<file path="src/shared/lane_ctrl_pkg.sv">
// constants and types for the alternate-mode lane control block
package lane_ctrl_pkg;

   // ----------------------------------------------------------------
   // types
   // ----------------------------------------------------------------
   typedef enum logic [1:0] {ROUTE_OFF, ROUTE_USB, ROUTE_DISP, ROUTE_PCIE} route_t;
   typedef enum logic [1:0] {TERM_IN_PD, TERM_IN_50, TERM_IN_BIAS} in_term_t;
   typedef enum logic [1:0] {TERM_OUT_HIZ, TERM_OUT_50, TERM_OUT_4K5} out_term_t;

   // ----------------------------------------------------------------
   // reset values and strap decodes
   // ----------------------------------------------------------------
   localparam logic [3:0] PRESET_RST = 4'h0;
   localparam logic [3:0] BOOST_REG_RST = 4'h0;
   localparam logic [3:0] BOOST_LVL_L = 4'h0;
   localparam logic [3:0] BOOST_LVL_R = 4'h5;
   localparam logic [3:0] BOOST_LVL_F = 4'ha;
   localparam logic [3:0] BOOST_LVL_H = 4'hf;
   localparam logic [1:0] LVL_L = 2'h0;
   localparam logic [1:0] LVL_R = 2'h1;
   localparam logic [1:0] LVL_F = 2'h2;
   localparam logic [1:0] LVL_H = 2'h3;
   localparam logic [1:0] GAIN_M1P5 = 2'h0;
   localparam logic [1:0] GAIN_0 = 2'h1;
   localparam logic [1:0] GAIN_P1 = 2'h2;
   localparam logic [1:0] GAIN_P2P5 = 2'h3;
   localparam logic [1:0] SWING_900 = 2'h0;
   localparam logic [1:0] SWING_1000 = 2'h1;
   localparam logic [1:0] SWING_1100 = 2'h2;
   localparam logic [1:0] SWING_1200 = 2'h3;

   // ----------------------------------------------------------------
   // timing
   // ----------------------------------------------------------------
   localparam int CLK_PERIOD_NS = 10;
   localparam int IDLE_TIME_MS = 6;
   localparam int IDLE_CYCLES = IDLE_TIME_MS * 1000000 / CLK_PERIOD_NS;
   localparam int DEBOUNCE_CYCLES = 1000;
   localparam int DETECT_CYCLES = 16;
   localparam int CNT_W = 23;

endpackage : lane_ctrl_pkg

</file>
<file path="src/rtl/usb_chan_pm.sv">
// per-channel low-power, receiver detect and unplug state machine
`timescale 1ns/1ns
module usb_chan_pm #(
   parameter int IDLE_CYC = lane_ctrl_pkg::IDLE_CYCLES
) (
   input wire logic clk, // clock
   input wire logic rst_b, // sync reset, low
   input wire logic chan_on, // channel routed as usb
   input wire logic det_en, // far load detect enabled
   input wire logic sig_active, // signal detector activity
   input wire logic load_found, // far load evaluation result
   output lane_ctrl_pkg::in_term_t in_term, // input termination
   output lane_ctrl_pkg::out_term_t out_term, // output termination
   output logic active // channel in u0
);
   typedef enum logic [2:0] {S_OFF, S_DETECT, S_ACTIVE, S_LOWPWR, S_UNPLUG} pm_state_t;
   pm_state_t state_q, state_d;
   logic [lane_ctrl_pkg::CNT_W-1:0] cnt_q, cnt_d;
   lane_ctrl_pkg::in_term_t in_term_q, in_term_d;
   wire idle_done = (cnt_q >= lane_ctrl_pkg::CNT_W'(IDLE_CYC - 1));
   wire det_done = (cnt_q >= lane_ctrl_pkg::CNT_W'(lane_ctrl_pkg::DETECT_CYCLES - 1));
   wire [lane_ctrl_pkg::CNT_W-1:0] cnt_inc = cnt_q + lane_ctrl_pkg::CNT_W'(1);

   always_comb
   begin
      state_d = state_q;
      cnt_d = cnt_inc;
      in_term_d = in_term_q;
      unique case (state_q)
         S_OFF:
         begin
            cnt_d = '0;
            in_term_d = lane_ctrl_pkg::TERM_IN_PD;
            if (chan_on)
            begin
               state_d = det_en ? S_DETECT : S_ACTIVE;
            end
         end
         S_DETECT:
            if (det_done)
            begin
               cnt_d = '0;
               // termination reported only once evaluation ends
               in_term_d = load_found ? lane_ctrl_pkg::TERM_IN_50
                  : lane_ctrl_pkg::TERM_IN_PD;
               state_d = load_found ? S_LOWPWR : S_UNPLUG;
            end
         S_ACTIVE:
         begin
            cnt_d = '0;
            if (!sig_active)
               state_d = S_LOWPWR;
         end
         S_LOWPWR:
            if (sig_active)
               state_d = S_ACTIVE;
            else if (idle_done && det_en)
            begin
               cnt_d = '0;
               state_d = S_DETECT;
            end
         S_UNPLUG:
            if (sig_active)
               state_d = S_ACTIVE;
            else if (idle_done)
            begin
               cnt_d = '0;
               state_d = S_DETECT;
            end
         default:
            state_d = S_OFF;
      endcase
      if (state_d == S_ACTIVE)
         in_term_d = lane_ctrl_pkg::TERM_IN_50;
      if (!chan_on)
      begin
         state_d = S_OFF;
         cnt_d = '0;
         in_term_d = lane_ctrl_pkg::TERM_IN_PD;
      end
   end

   always_ff @(posedge clk)
   begin
      if (!rst_b)
      begin
         state_q <= S_OFF;
         cnt_q <= '0;
         in_term_q <= lane_ctrl_pkg::TERM_IN_PD;
      end
      else
      begin
         state_q <= state_d;
         cnt_q <= cnt_d;
         in_term_q <= in_term_d;
      end
   end

   always_ff @(posedge clk)
   begin
      if (!rst_b)
      begin
         in_term <= lane_ctrl_pkg::TERM_IN_PD;
         out_term <= lane_ctrl_pkg::TERM_OUT_HIZ;
         active <= 1'b0;
      end
      else
      begin
         in_term <= in_term_d;
         out_term <= (state_d == S_OFF) ? lane_ctrl_pkg::TERM_OUT_HIZ
            : (state_d == S_ACTIVE) ? lane_ctrl_pkg::TERM_OUT_50
            : lane_ctrl_pkg::TERM_OUT_4K5;
         active <= (state_d == S_ACTIVE);
      end
   end
endmodule : usb_chan_pm

</file>
<file path="src/rtl/lane_ctrl.sv">
// preset decode, plug gating, strap decode and usb power control
`timescale 1ns/1ns
module lane_ctrl #(
   parameter int DEBOUNCE_CYC = lane_ctrl_pkg::DEBOUNCE_CYCLES,
   parameter int IDLE_CYC = lane_ctrl_pkg::IDLE_CYCLES
) (
   input wire logic clk, // clock
   input wire logic rst_b, // sync reset, low
   input wire logic chip_enable, // chip enable, low powers down
   input wire logic reg_ctrl_sel, // high register control, low straps
   input wire logic [2:0] lane_preset_code, // preset straps
   input wire logic [3:0] reg_preset, // preset register field
   input wire logic sink_plug_detect_in, // plug detect pin
   input wire logic plug_active_low, // plug polarity select
   input wire logic plug_pin_bypass_n, // one: outputs ignore plug pin
   input wire logic [1:0] boost_strap_lvl, // 4-level boost strap
   input wire logic [1:0] gain_strap_lvl, // 4-level flat gain strap
   input wire logic swing_select, // 2-level swing strap
   input wire logic [15:0] reg_boost, // 4 x boost field
   input wire logic [7:0] reg_gain, // 4 x gain field
   input wire logic [7:0] reg_swing, // 4 x conn_swing_field
   input wire logic far_load_detect_enable, // detect enable pin
   input wire logic [1:0] sig_active, // per-host-channel activity
   input wire logic [1:0] load_found, // per-channel load result
   output lane_ctrl_pkg::route_t [1:0] pair_route, // route per pair
   output logic aux_swap, // aux on sideband 2/1
   output logic aux_connect, // aux connected
   output logic [3:0] lane_out_en, // per lane output enable
   output logic [15:0] rx_boost_code, // 4 x boost code
   output logic [7:0] flat_gain_code, // 4 x gain code
   output logic [7:0] swing_code, // 4 x swing code
   output logic [1:0] usb_active, // usb channel in u0
   output lane_ctrl_pkg::in_term_t [1:0] in_term, // input terminations
   output lane_ctrl_pkg::out_term_t [1:0] out_term, // output terminations
   output logic display_standby // standby, plug deasserted
);
   // ----------------------------------------------------------------
   // power-down reset and strap capture
   // ----------------------------------------------------------------
   wire run_b = rst_b & chip_enable;
   logic run_q;
   logic [2:0] strap_preset_q;
   logic [1:0] boost_lvl_q, gain_lvl_q;
   logic swing_lvl_q;

   // straps sampled once on leaving power-down, not tracked afterwards
   always_ff @(posedge clk)
   begin
      if (!run_b)
         run_q <= 1'b0;
      else
         run_q <= 1'b1;
   end

   always_ff @(posedge clk)
   begin
      if (!run_b)
      begin
         strap_preset_q <= 3'h0;
         boost_lvl_q <= lane_ctrl_pkg::LVL_F;
         gain_lvl_q <= lane_ctrl_pkg::LVL_F;
         swing_lvl_q <= 1'b1;
      end
      else if (!run_q)
      begin
         strap_preset_q <= lane_preset_code;
         boost_lvl_q <= boost_strap_lvl;
         gain_lvl_q <= gain_strap_lvl;
         swing_lvl_q <= swing_select;
      end
   end

   // ----------------------------------------------------------------
   // preset select
   // ----------------------------------------------------------------
   // register path reaches all sixteen presets, straps only the low eight
   wire [3:0] preset = reg_ctrl_sel ? reg_preset : {1'b0, strap_preset_q};

   lane_ctrl_pkg::route_t r1_d, r2_d;
   logic swap_d, aux_d;
   logic [1:0] plug_gate_d; // bit i: pair i+1 obeys plug

   always_comb
   begin
      r1_d = lane_ctrl_pkg::ROUTE_OFF;
      r2_d = lane_ctrl_pkg::ROUTE_OFF;
      swap_d = 1'b0;
      aux_d = 1'b0;
      plug_gate_d = 2'b00;
      // lanes never swap; flip is aux polarity alone
      unique case (preset)
         4'h2, 4'h3:
         begin
            r1_d = lane_ctrl_pkg::ROUTE_DISP;
            r2_d = lane_ctrl_pkg::ROUTE_DISP;
            aux_d = 1'b1;
            swap_d = preset[0];
            plug_gate_d = 2'b11;
         end
         4'h4: r1_d = lane_ctrl_pkg::ROUTE_USB;
         4'h5: r2_d = lane_ctrl_pkg::ROUTE_USB;
         4'h6, 4'h9:
         begin
            r1_d = lane_ctrl_pkg::ROUTE_USB;
            r2_d = lane_ctrl_pkg::ROUTE_DISP;
            aux_d = 1'b1;
            swap_d = preset[0];
            plug_gate_d = 2'b10;
         end
         4'h7:
         begin
            r1_d = lane_ctrl_pkg::ROUTE_DISP;
            r2_d = lane_ctrl_pkg::ROUTE_USB;
            aux_d = 1'b1;
            swap_d = 1'b1;
            plug_gate_d = 2'b01;
         end
         4'h8:
         begin
            r1_d = lane_ctrl_pkg::ROUTE_DISP;
            r2_d = lane_ctrl_pkg::ROUTE_USB;
            aux_d = 1'b1;
            plug_gate_d = 2'b01;
         end
         4'ha, 4'hb:
         begin
            r1_d = lane_ctrl_pkg::ROUTE_DISP;
            r2_d = lane_ctrl_pkg::ROUTE_DISP;
            aux_d = 1'b1;
            swap_d = preset[0];
            plug_gate_d = 2'b11;
         end
         4'hc:
         begin
            r1_d = lane_ctrl_pkg::ROUTE_USB;
            r2_d = lane_ctrl_pkg::ROUTE_USB;
         end
         4'hd:
         begin
            r1_d = lane_ctrl_pkg::ROUTE_PCIE;
            r2_d = lane_ctrl_pkg::ROUTE_PCIE;
         end
         4'he:
         begin
            r1_d = lane_ctrl_pkg::ROUTE_USB;
            r2_d = lane_ctrl_pkg::ROUTE_PCIE;
         end
         4'hf:
         begin
            r1_d = lane_ctrl_pkg::ROUTE_PCIE;
            r2_d = lane_ctrl_pkg::ROUTE_USB;
         end
         default:
         begin
            r1_d = lane_ctrl_pkg::ROUTE_OFF;
            r2_d = lane_ctrl_pkg::ROUTE_OFF;
         end
      endcase
   end

   // ----------------------------------------------------------------
   // plug detect polarity and debounce
   // ----------------------------------------------------------------
   wire plug_raw = sink_plug_detect_in ^ plug_active_low;
   logic plug_q;
   logic [lane_ctrl_pkg::CNT_W-1:0] deb_q;
   wire deb_done = (deb_q >= lane_ctrl_pkg::CNT_W'(DEBOUNCE_CYC - 1));

   // any high sample restarts the count, so brief glitches never drop the link
   always_ff @(posedge clk)
   begin
      if (!run_b)
      begin
         plug_q <= 1'b0;
         deb_q <= '0;
      end
      else if (plug_raw)
      begin
         plug_q <= 1'b1;
         deb_q <= '0;
      end
      else if (plug_q)
      begin
         deb_q <= deb_done ? '0 : deb_q + lane_ctrl_pkg::CNT_W'(1);
         plug_q <= !deb_done;
      end
   end

   // bypass forces display on; software sets it where pin must not govern
   wire plug_ok = plug_pin_bypass_n | plug_q;

   function automatic logic pair_en(input lane_ctrl_pkg::route_t r, input gated, input ok);
      pair_en = (r != lane_ctrl_pkg::ROUTE_OFF) && (!gated || r != lane_ctrl_pkg::ROUTE_DISP || ok);
   endfunction : pair_en

   wire en1 = pair_en(r1_d, plug_gate_d[0], plug_ok);
   wire en2 = pair_en(r2_d, plug_gate_d[1], plug_ok);
   wire any_disp = (plug_gate_d != 2'b00);

   // ----------------------------------------------------------------
   // equalizer, gain, swing decode
   // ----------------------------------------------------------------
   function automatic logic [3:0] boost_of(input logic [1:0] lvl);
      unique case (lvl)
         lane_ctrl_pkg::LVL_L: boost_of = lane_ctrl_pkg::BOOST_LVL_L;
         lane_ctrl_pkg::LVL_R: boost_of = lane_ctrl_pkg::BOOST_LVL_R;
         lane_ctrl_pkg::LVL_F: boost_of = lane_ctrl_pkg::BOOST_LVL_F;
         lane_ctrl_pkg::LVL_H: boost_of = lane_ctrl_pkg::BOOST_LVL_H;
      endcase
   endfunction : boost_of

   function automatic logic [1:0] gain_of(input logic [1:0] lvl);
      unique case (lvl)
         lane_ctrl_pkg::LVL_R: gain_of = lane_ctrl_pkg::GAIN_M1P5;
         lane_ctrl_pkg::LVL_F: gain_of = lane_ctrl_pkg::GAIN_0;
         lane_ctrl_pkg::LVL_L: gain_of = lane_ctrl_pkg::GAIN_P1;
         lane_ctrl_pkg::LVL_H: gain_of = lane_ctrl_pkg::GAIN_P2P5;
      endcase
   endfunction : gain_of

   // strap swing: usb 900/1000, display 1100/1200 by route
   function automatic logic [1:0] swing_of(input logic lvl, input lane_ctrl_pkg::route_t r);
      if (r == lane_ctrl_pkg::ROUTE_DISP)
         swing_of = lvl ? lane_ctrl_pkg::SWING_1200 : lane_ctrl_pkg::SWING_1100;
      else
         swing_of = lvl ? lane_ctrl_pkg::SWING_1000 : lane_ctrl_pkg::SWING_900;
   endfunction : swing_of

   wire [15:0] boost_d;
   wire [7:0] gain_d;
   wire [7:0] swing_d;
   genvar gi;
   generate
      for (gi = 0; gi < 4; gi++)
      begin : g_chan
         // channels 0,1 sit on pair 2, channels 2,3 on pair 1
         assign boost_d[gi*4 +: 4] = reg_ctrl_sel ? reg_boost[gi*4 +: 4]
            : boost_of(boost_lvl_q);
         assign gain_d[gi*2 +: 2] = reg_ctrl_sel ? reg_gain[gi*2 +: 2]
            : gain_of(gain_lvl_q);
         assign swing_d[gi*2 +: 2] = reg_ctrl_sel ? reg_swing[gi*2 +: 2]
            : swing_of(swing_lvl_q, (gi < 2) ? r2_d : r1_d);
      end
   endgenerate

   // ----------------------------------------------------------------
   // usb channel power state
   // ----------------------------------------------------------------
   wire det_en = far_load_detect_enable;
   wire [1:0] usb_on = {r2_d == lane_ctrl_pkg::ROUTE_USB, r1_d == lane_ctrl_pkg::ROUTE_USB};
   logic [1:0] usb_act;
   lane_ctrl_pkg::in_term_t [1:0] in_term_w;
   lane_ctrl_pkg::out_term_t [1:0] out_term_w;

   generate
      for (gi = 0; gi < 2; gi++)
      begin : g_usb
         usb_chan_pm #(
            .IDLE_CYC(IDLE_CYC)
         ) u_pm (
            .clk(clk),
            .rst_b(run_b),
            .chan_on(usb_on[gi]),
            .det_en(det_en),
            .sig_active(sig_active[gi]),
            .load_found(load_found[gi]),
            .in_term(in_term_w[gi]),
            .out_term(out_term_w[gi]),
            .active(usb_act[gi])
         );
      end
   endgenerate

   // ----------------------------------------------------------------
   // output registers
   // ----------------------------------------------------------------
   always_ff @(posedge clk)
   begin
      if (!run_b)
      begin
         pair_route <= '{lane_ctrl_pkg::ROUTE_OFF, lane_ctrl_pkg::ROUTE_OFF};
         aux_swap <= 1'b0;
         aux_connect <= 1'b0;
         lane_out_en <= 4'h0;
         rx_boost_code <= {4{lane_ctrl_pkg::BOOST_REG_RST}};
         flat_gain_code <= {4{lane_ctrl_pkg::GAIN_0}};
         swing_code <= {4{lane_ctrl_pkg::SWING_1200}};
         display_standby <= 1'b0;
      end
      else
      begin
         pair_route <= '{r2_d, r1_d};
         aux_swap <= swap_d;
         aux_connect <= aux_d && plug_ok;
         lane_out_en <= {en1, en1, en2, en2};
         rx_boost_code <= boost_d;
         flat_gain_code <= gain_d;
         swing_code <= swing_d;
         display_standby <= any_disp && !plug_ok;
      end
   end

   always_ff @(posedge clk)
   begin
      if (!run_b)
      begin
         usb_active <= 2'b00;
         in_term <= '{lane_ctrl_pkg::TERM_IN_PD, lane_ctrl_pkg::TERM_IN_PD};
         out_term <= '{lane_ctrl_pkg::TERM_OUT_HIZ, lane_ctrl_pkg::TERM_OUT_HIZ};
      end
      else
      begin
         usb_active <= usb_act;
         in_term <= in_term_w;
         out_term <= out_term_w;
      end
   end
endmodule : lane_ctrl

</file>
<file path="config.mk">
export PLATFORM = sky130hd
export DESIGN_NAME = lane_ctrl
export DESIGN_NICKNAME = d
export VERILOG_FILES = /design/src/shared/lane_ctrl_pkg.sv /design/src/rtl/usb_chan_pm.sv /design/src/rtl/lane_ctrl.sv
export SDC_FILE = /design/constraint.sdc
export NUM_CORES = 1
export LEC_CHECK = 0
export ABC_AREA = 1
export BUFFER_PORTS_ARGS = -buffer_cell sky130_fd_sc_hd__buf_2
export CAP_MARGIN = 15
export CORE_MARGIN = 2
export CORE_UTILIZATION = 57
export DETAILED_ROUTE_END_ITERATION = 7
export GPL_ROUTABILITY_DRIVEN = 1
export PLACE_DENSITY_LB_ADDON = 0.08
export SYNTH_ARGS = -nofsm -noshare
export SYNTH_HDL_FRONTEND = slang
export SYNTH_HIERARCHICAL = 1
export SYNTH_SLANG_ARGS = --single-unit
</file>
<file path="constraint.sdc">
create_clock -name clk -period 2.2 [get_ports clk]
set_input_delay 0.11 -clock clk [delete_from_list [all_inputs] [get_ports clk]]
set_output_delay 0.11 -clock clk [all_outputs]
set_load 0.01 [all_outputs]
</file>
==> flow_results.org <==
** Outcome
- The flow ran to the end, and the final reports show no timing, DRC or antenna violations.

** Worst setup path
- FF-to-FF setup slack :: 270 ps
- Among cell families on the critical path, the largest total delay comes from simple AND/OR/NAND/NOR gates.
- Largest stage delay on the critical path :: 340 ps
- Path type of the worst setup path :: flip-flop to flip-flop
- Data required time at the worst endpoint :: 2570 ps
- Data arrives at the worst endpoint at 2300 ps.
- Type of element launching the critical path :: flip-flop
- Traced cell by cell, the critical path runs through inv_1 > o21ai_2 > nand3_1 > o21ai_1 > nand2_1 > buf_4 > nor2_1 > nand2_1 > inv_1.
- The critical path contains buffers and inverters numbering 3 combined.
- Slowest library cell on the worst path :: sky130_fd_sc_hd__nand2_1
- CP max FO :: 14
- STA classifies the critical path endpoint as a flip-flop.

** CTS
- Root cell of the clock tree :: sky130_fd_sc_hd__clkbuf_16
- Level count of the clock H-tree :: 4
- Counting along the longest clock path gives a buffer depth of 2.
- Clock tree synthesis inserted a total of 17 buffers.
- Clock-pin slew of the registers on the worst-case setup and hold paths :: 60 ps
- CTS saw 144 sinks.
- For the worst-skew pair, the clock arrives at the later sink with an insertion delay of 420 ps.
- Clock tree from TritonCTS :: done

** Placed design
- Final weighted congestion in routability-driven placement :: 0.930
- Summed over all nets, the half-perimeter wirelength after detailed placement is 10200 µm.
- During placement, the flow inserted port buffers numbering 108.
- Once placement completed, the tool counted placed cells totaling 1235.

** Floorplan
- Top-Level Pins :: 109
- The die covers 0.0130 mm².
- From bottom edge to top edge, the die measures 114 µm.
- DIE WIDTH :: 114 µm
- Effective utilization at floorplan :: 0.582
- The core region is 0.0119 mm².
- Row cnt :: 40

** STA
- Number of pins exceeding their max-slew limit in the final report :: 0
- Final setup violation count :: 0
- Headroom to the max-slew limit came out at 0.582.
- Setup repair after global routing left no endpoint under its margin.
- The final count of hold timing violations is 0.
- Accumulated negative setup slack :: 0 ps
- Fmax :: 0.518 GHz
- Of the available clock period, the critical path in the final layout requires 0.877.
- Measured slew at the worst slew-check pin :: 626 ps
- Final setup skew :: 7.87 ps
- For the finished layout, the period the worst path requires is 1930 ps.

** Yosys
- Avg Inst Size Synth :: 6.91 µm²
- The number of nets in the synthesized netlist is 1063.
- Adder and majority gate portion of the synthesized area :: 0.00903
- Count of different cell masters after synthesis :: 40
- The area fraction in compound gates after synthesis is 0.0618.
- Cell type with the highest aggregate area in the netlist :: sky130_fd_sc_hd__dfxtp_1
- The portion of synthesized area spent on multiplexers is 0.
- Sorting the synthesized cells by area gives the leading types as sky130_fd_sc_hd__dfxtp_1 42%, sky130_fd_sc_hd__nand2_1 14%, sky130_fd_sc_hd__nor2_1 8.5%, sky130_fd_sc_hd__inv_1 6.0%, sky130_fd_sc_hd__nand3_1 3.8%.
- The cell area that synthesis handed to floorplanning was 0.00693 mm².
- Part of the Yosys area used for sequential elements :: 0.416
- Of the post-synthesis cell area, the dominant cell type holds 0.416.
- Yosys synthesis warning count :: 6
- Synthesis produced 1002 cells.
- After synthesis, the largest family of logic cells by area is simple AND/OR/NAND/NOR gates.
- Area share of xor/xnor cells in the synthesized design :: 0.0405
- Basic-gate share of the synthesized area counting and, or, nand and nor cells :: 0.367
- Number of register bits inferred by synthesis :: 144

** Route
- Total via count after detailed routing :: 6511
- For this run, design rule violations remaining after detail routing come to 0.
- Via density per instance :: 4.97
- Post-detailed-routing wire length :: 16200 µm
- In this run, the number of DRC markers left after iteration 0 of detailed routing was 494.
- The pre-antenna-repair detailed-routing pass consisted of 5 iterations.
- Count of antenna-violating nets left after detailed routing :: 0
- In the final routed layout, each cell accounts on average for 12.4 µm.

** Global routing
- GRT Overall Usage :: 0.254
- The initial antenna violation count was 1.
- The first global-routing pass estimated 26600 µm of wire.
- Vias in the first global route :: 5958
- Total congestion overflow :: 0
- Maximum number of pins on one net before global-route repair :: 40

** Power and ir drop
- Of the total power, the share spent switching nets is 0.227.
- The internal portion of the total power is 4710 µW.
- For this design the ratio of total power to cell area is 710 mW/mm².
- Reg power frac :: 0.439
- Of the total power, the clock network draws 0.493.
- Fraction of power consumed by combinational cells :: 0.068
- Summed over all nets, the switching power comes to 1380 µW.
- Across the VDD grid, the largest voltage drop is 608 µV.
- The analysis attributes to cell leakage a power of 0.00388 µW.

** Finish
- For this run, the number of standard cells in the final layout without fillers is 1311.
- Count of nets after finishing :: 1211
- In the final layout, the share of cells above drive strength 1 is 0.212.
- Relative to the synthesized area, the layout overhead comes to 23.7%.

** Worst hold path
- Path class of the lowest-slack min-delay path :: input port to flip-flop

** Flow run
- The tool flagged a number of max-cap violations equal to 0.
path summary, 6_finish.rpt:
kind,cells after the start,end,from
setup reg to reg,9,g_usb[0].u_pm/cnt_q[22],strap_preset_q[0]
hold / removal,5,g_usb[1].u_pm/in_term[0],load_found[1]
hold reg to reg,2,out_term[1],g_usb[0].u_pm/out_term[1]
setup / recovery,9,g_usb[0].u_pm/cnt_q[22],strap_preset_q[0]
layer usage:
layer  vias to the layer above  global-route usage  wire length [µm]
met4                         0              0.0902               320
li1                       3390                   -                 -
met1                      2924               0.309              7120
met5                         -                   0                 0
met2                       170               0.435              7960
met3                        27              0.0667               850
area by class of cell:
cell class	count	area, µm²
clock buffers	20	467
inverters	140	528
clock inverters	12	155
well taps	147	184
fillers	978	3340
diodes	1	2.50
flip-flops and latches	144	2880
multi-input cells	689	3330
repair buffers	158	1020
stage by stage:
| stage | setup WS [ps] | util | total power [µW] | area, µm² | hold WS [ps] |
|---|---|---|---|---|---|
| floorplan | 539 | - | 2930 | 6930 | 221 |
| global placement | 316 | 0.630 | 3060 | 7510 | 304 |
| detailed placement | 230 | 0.630 | 3060 | 7510 | 311 |
| CTS | 200 | 0.719 | 6120 | 8560 | 30.2 |
| global route | 6.91 | 0.720 | 6300 | 8570 | 71.6 |
| finish | 270 | 0.720 | 6090 | 8570 | 54.7 |
power by group through the flow:
stage | Combinational (µW) | Clock (µW) | Sequential (µW)
6_report | 411 | 3000 | 2670
5_1_grt | 453 | 3170 | 2680
4_1_cts | 396 | 3050 | 2670
3_5_place_dp | 334 | 0 | 2730
3_3_place_gp | 334 | 0 | 2730
2_1_floorplan | 190 | 0 | 2740
cells by family after synthesis:
logic type | Yosys count
adder cells (fa/ha/maj) | 5
other | 2
XOR/XNOR | 32
AO/OA/AOI/OAI | 79
AND/OR/NAND/NOR | 571
flip-flops | 144
buffers and inverters | 169
worst min-delay path: stages:
cell,delay (ps)
sky130_fd_sc_hd__buf_2,80
sky130_fd_sc_hd__nand2_1,60
sky130_fd_sc_hd__nand3_1,90
sky130_fd_sc_hd__nand2_1,50
sky130_fd_sc_hd__nand2_1,50
cells in the mapped netlist:
cell                       number
sky130_fd_sc_hd__nand2_4        1
sky130_fd_sc_hd__nand4_1       22
sky130_fd_sc_hd__a21oi_1       44
sky130_fd_sc_hd__buf_4          5
sky130_fd_sc_hd__conb_1         2
sky130_fd_sc_hd__nand2_2       14
sky130_fd_sc_hd__and2_1         1
sky130_fd_sc_hd__nor2_4         5
sky130_fd_sc_hd__a31oi_1        1
sky130_fd_sc_hd__inv_4          1
sky130_fd_sc_hd__nor3_2         1
sky130_fd_sc_hd__inv_1        110
sky130_fd_sc_hd__buf_6          4
sky130_fd_sc_hd__a21oi_2        1
sky130_fd_sc_hd__or2_2          1
sky130_fd_sc_hd__nand3b_1       4
sky130_fd_sc_hd__buf_12         2
sky130_fd_sc_hd__clkbuf_1      12
sky130_fd_sc_hd__nor3_1        15
sky130_fd_sc_hd__nor3b_1        1
sky130_fd_sc_hd__o211ai_1       2
sky130_fd_sc_hd__o21ai_1        8
sky130_fd_sc_hd__nand3_1       53
sky130_fd_sc_hd__nand2_1      252
sky130_fd_sc_hd__nor4_1         2
sky130_fd_sc_hd__nand3_2       10
sky130_fd_sc_hd__o21bai_1       1
sky130_fd_sc_hd__ha_1           5
sky130_fd_sc_hd__buf_2          5
sky130_fd_sc_hd__o21bai_2       1
sky130_fd_sc_hd__xor2_1        28
sky130_fd_sc_hd__o21ai_0       17
sky130_fd_sc_hd__buf_1          1
sky130_fd_sc_hd__dfxtp_1      144
sky130_fd_sc_hd__o21ai_2        3
sky130_fd_sc_hd__a22oi_1        1
sky130_fd_sc_hd__nor2_1       157
sky130_fd_sc_hd__inv_2         29
sky130_fd_sc_hd__xnor2_1        4
sky130_fd_sc_hd__nor2_2        32
sequential cells by signal, summed over array words and instances (netlist names), 3 cells and up:
name / count
deb_q: 23
out_term: 4
strap_preset_q: 3
rx_boost_code: 16
in_term: 4
pair_route: 4
g_usb.u_pm/state_q: 6
g_usb.u_pm/out_term: 4
swing_code: 8
flat_gain_code: 8
g_usb.u_pm/cnt_q: 46
what timing repair did:
action | in CTS | in global routing
setup endpoints to repair | 0 | 2
hold buffers | 43 | 0
setup buffers | 0 | 0
gates resized for setup | 0 | 1
endpoints found under the hold margin | 43 | 0
cell usage in the layout (no fill, tap or decap), types with 14 or more instances in the layout:
cell,instances
sky130_fd_sc_hd__inv_2,29
sky130_fd_sc_hd__nand2_2,14
sky130_fd_sc_hd__nand3_1,53
sky130_fd_sc_hd__nor2_1,157
sky130_fd_sc_hd__dfxtp_1,144
sky130_fd_sc_hd__nor3_1,15
sky130_fd_sc_hd__buf_2,108
sky130_fd_sc_hd__xor2_1,28
sky130_fd_sc_hd__nor2_2,32
sky130_fd_sc_hd__inv_1,110
sky130_fd_sc_hd__a21oi_1,44
sky130_fd_sc_hd__o21ai_0,17
sky130_fd_sc_hd__clkbuf_16,17
sky130_fd_sc_hd__nand4_1,22
sky130_fd_sc_hd__nand2_1,252
sky130_fd_sc_hd__dlygate4sd3_1,43
Power figures use the tool's default switching activity.
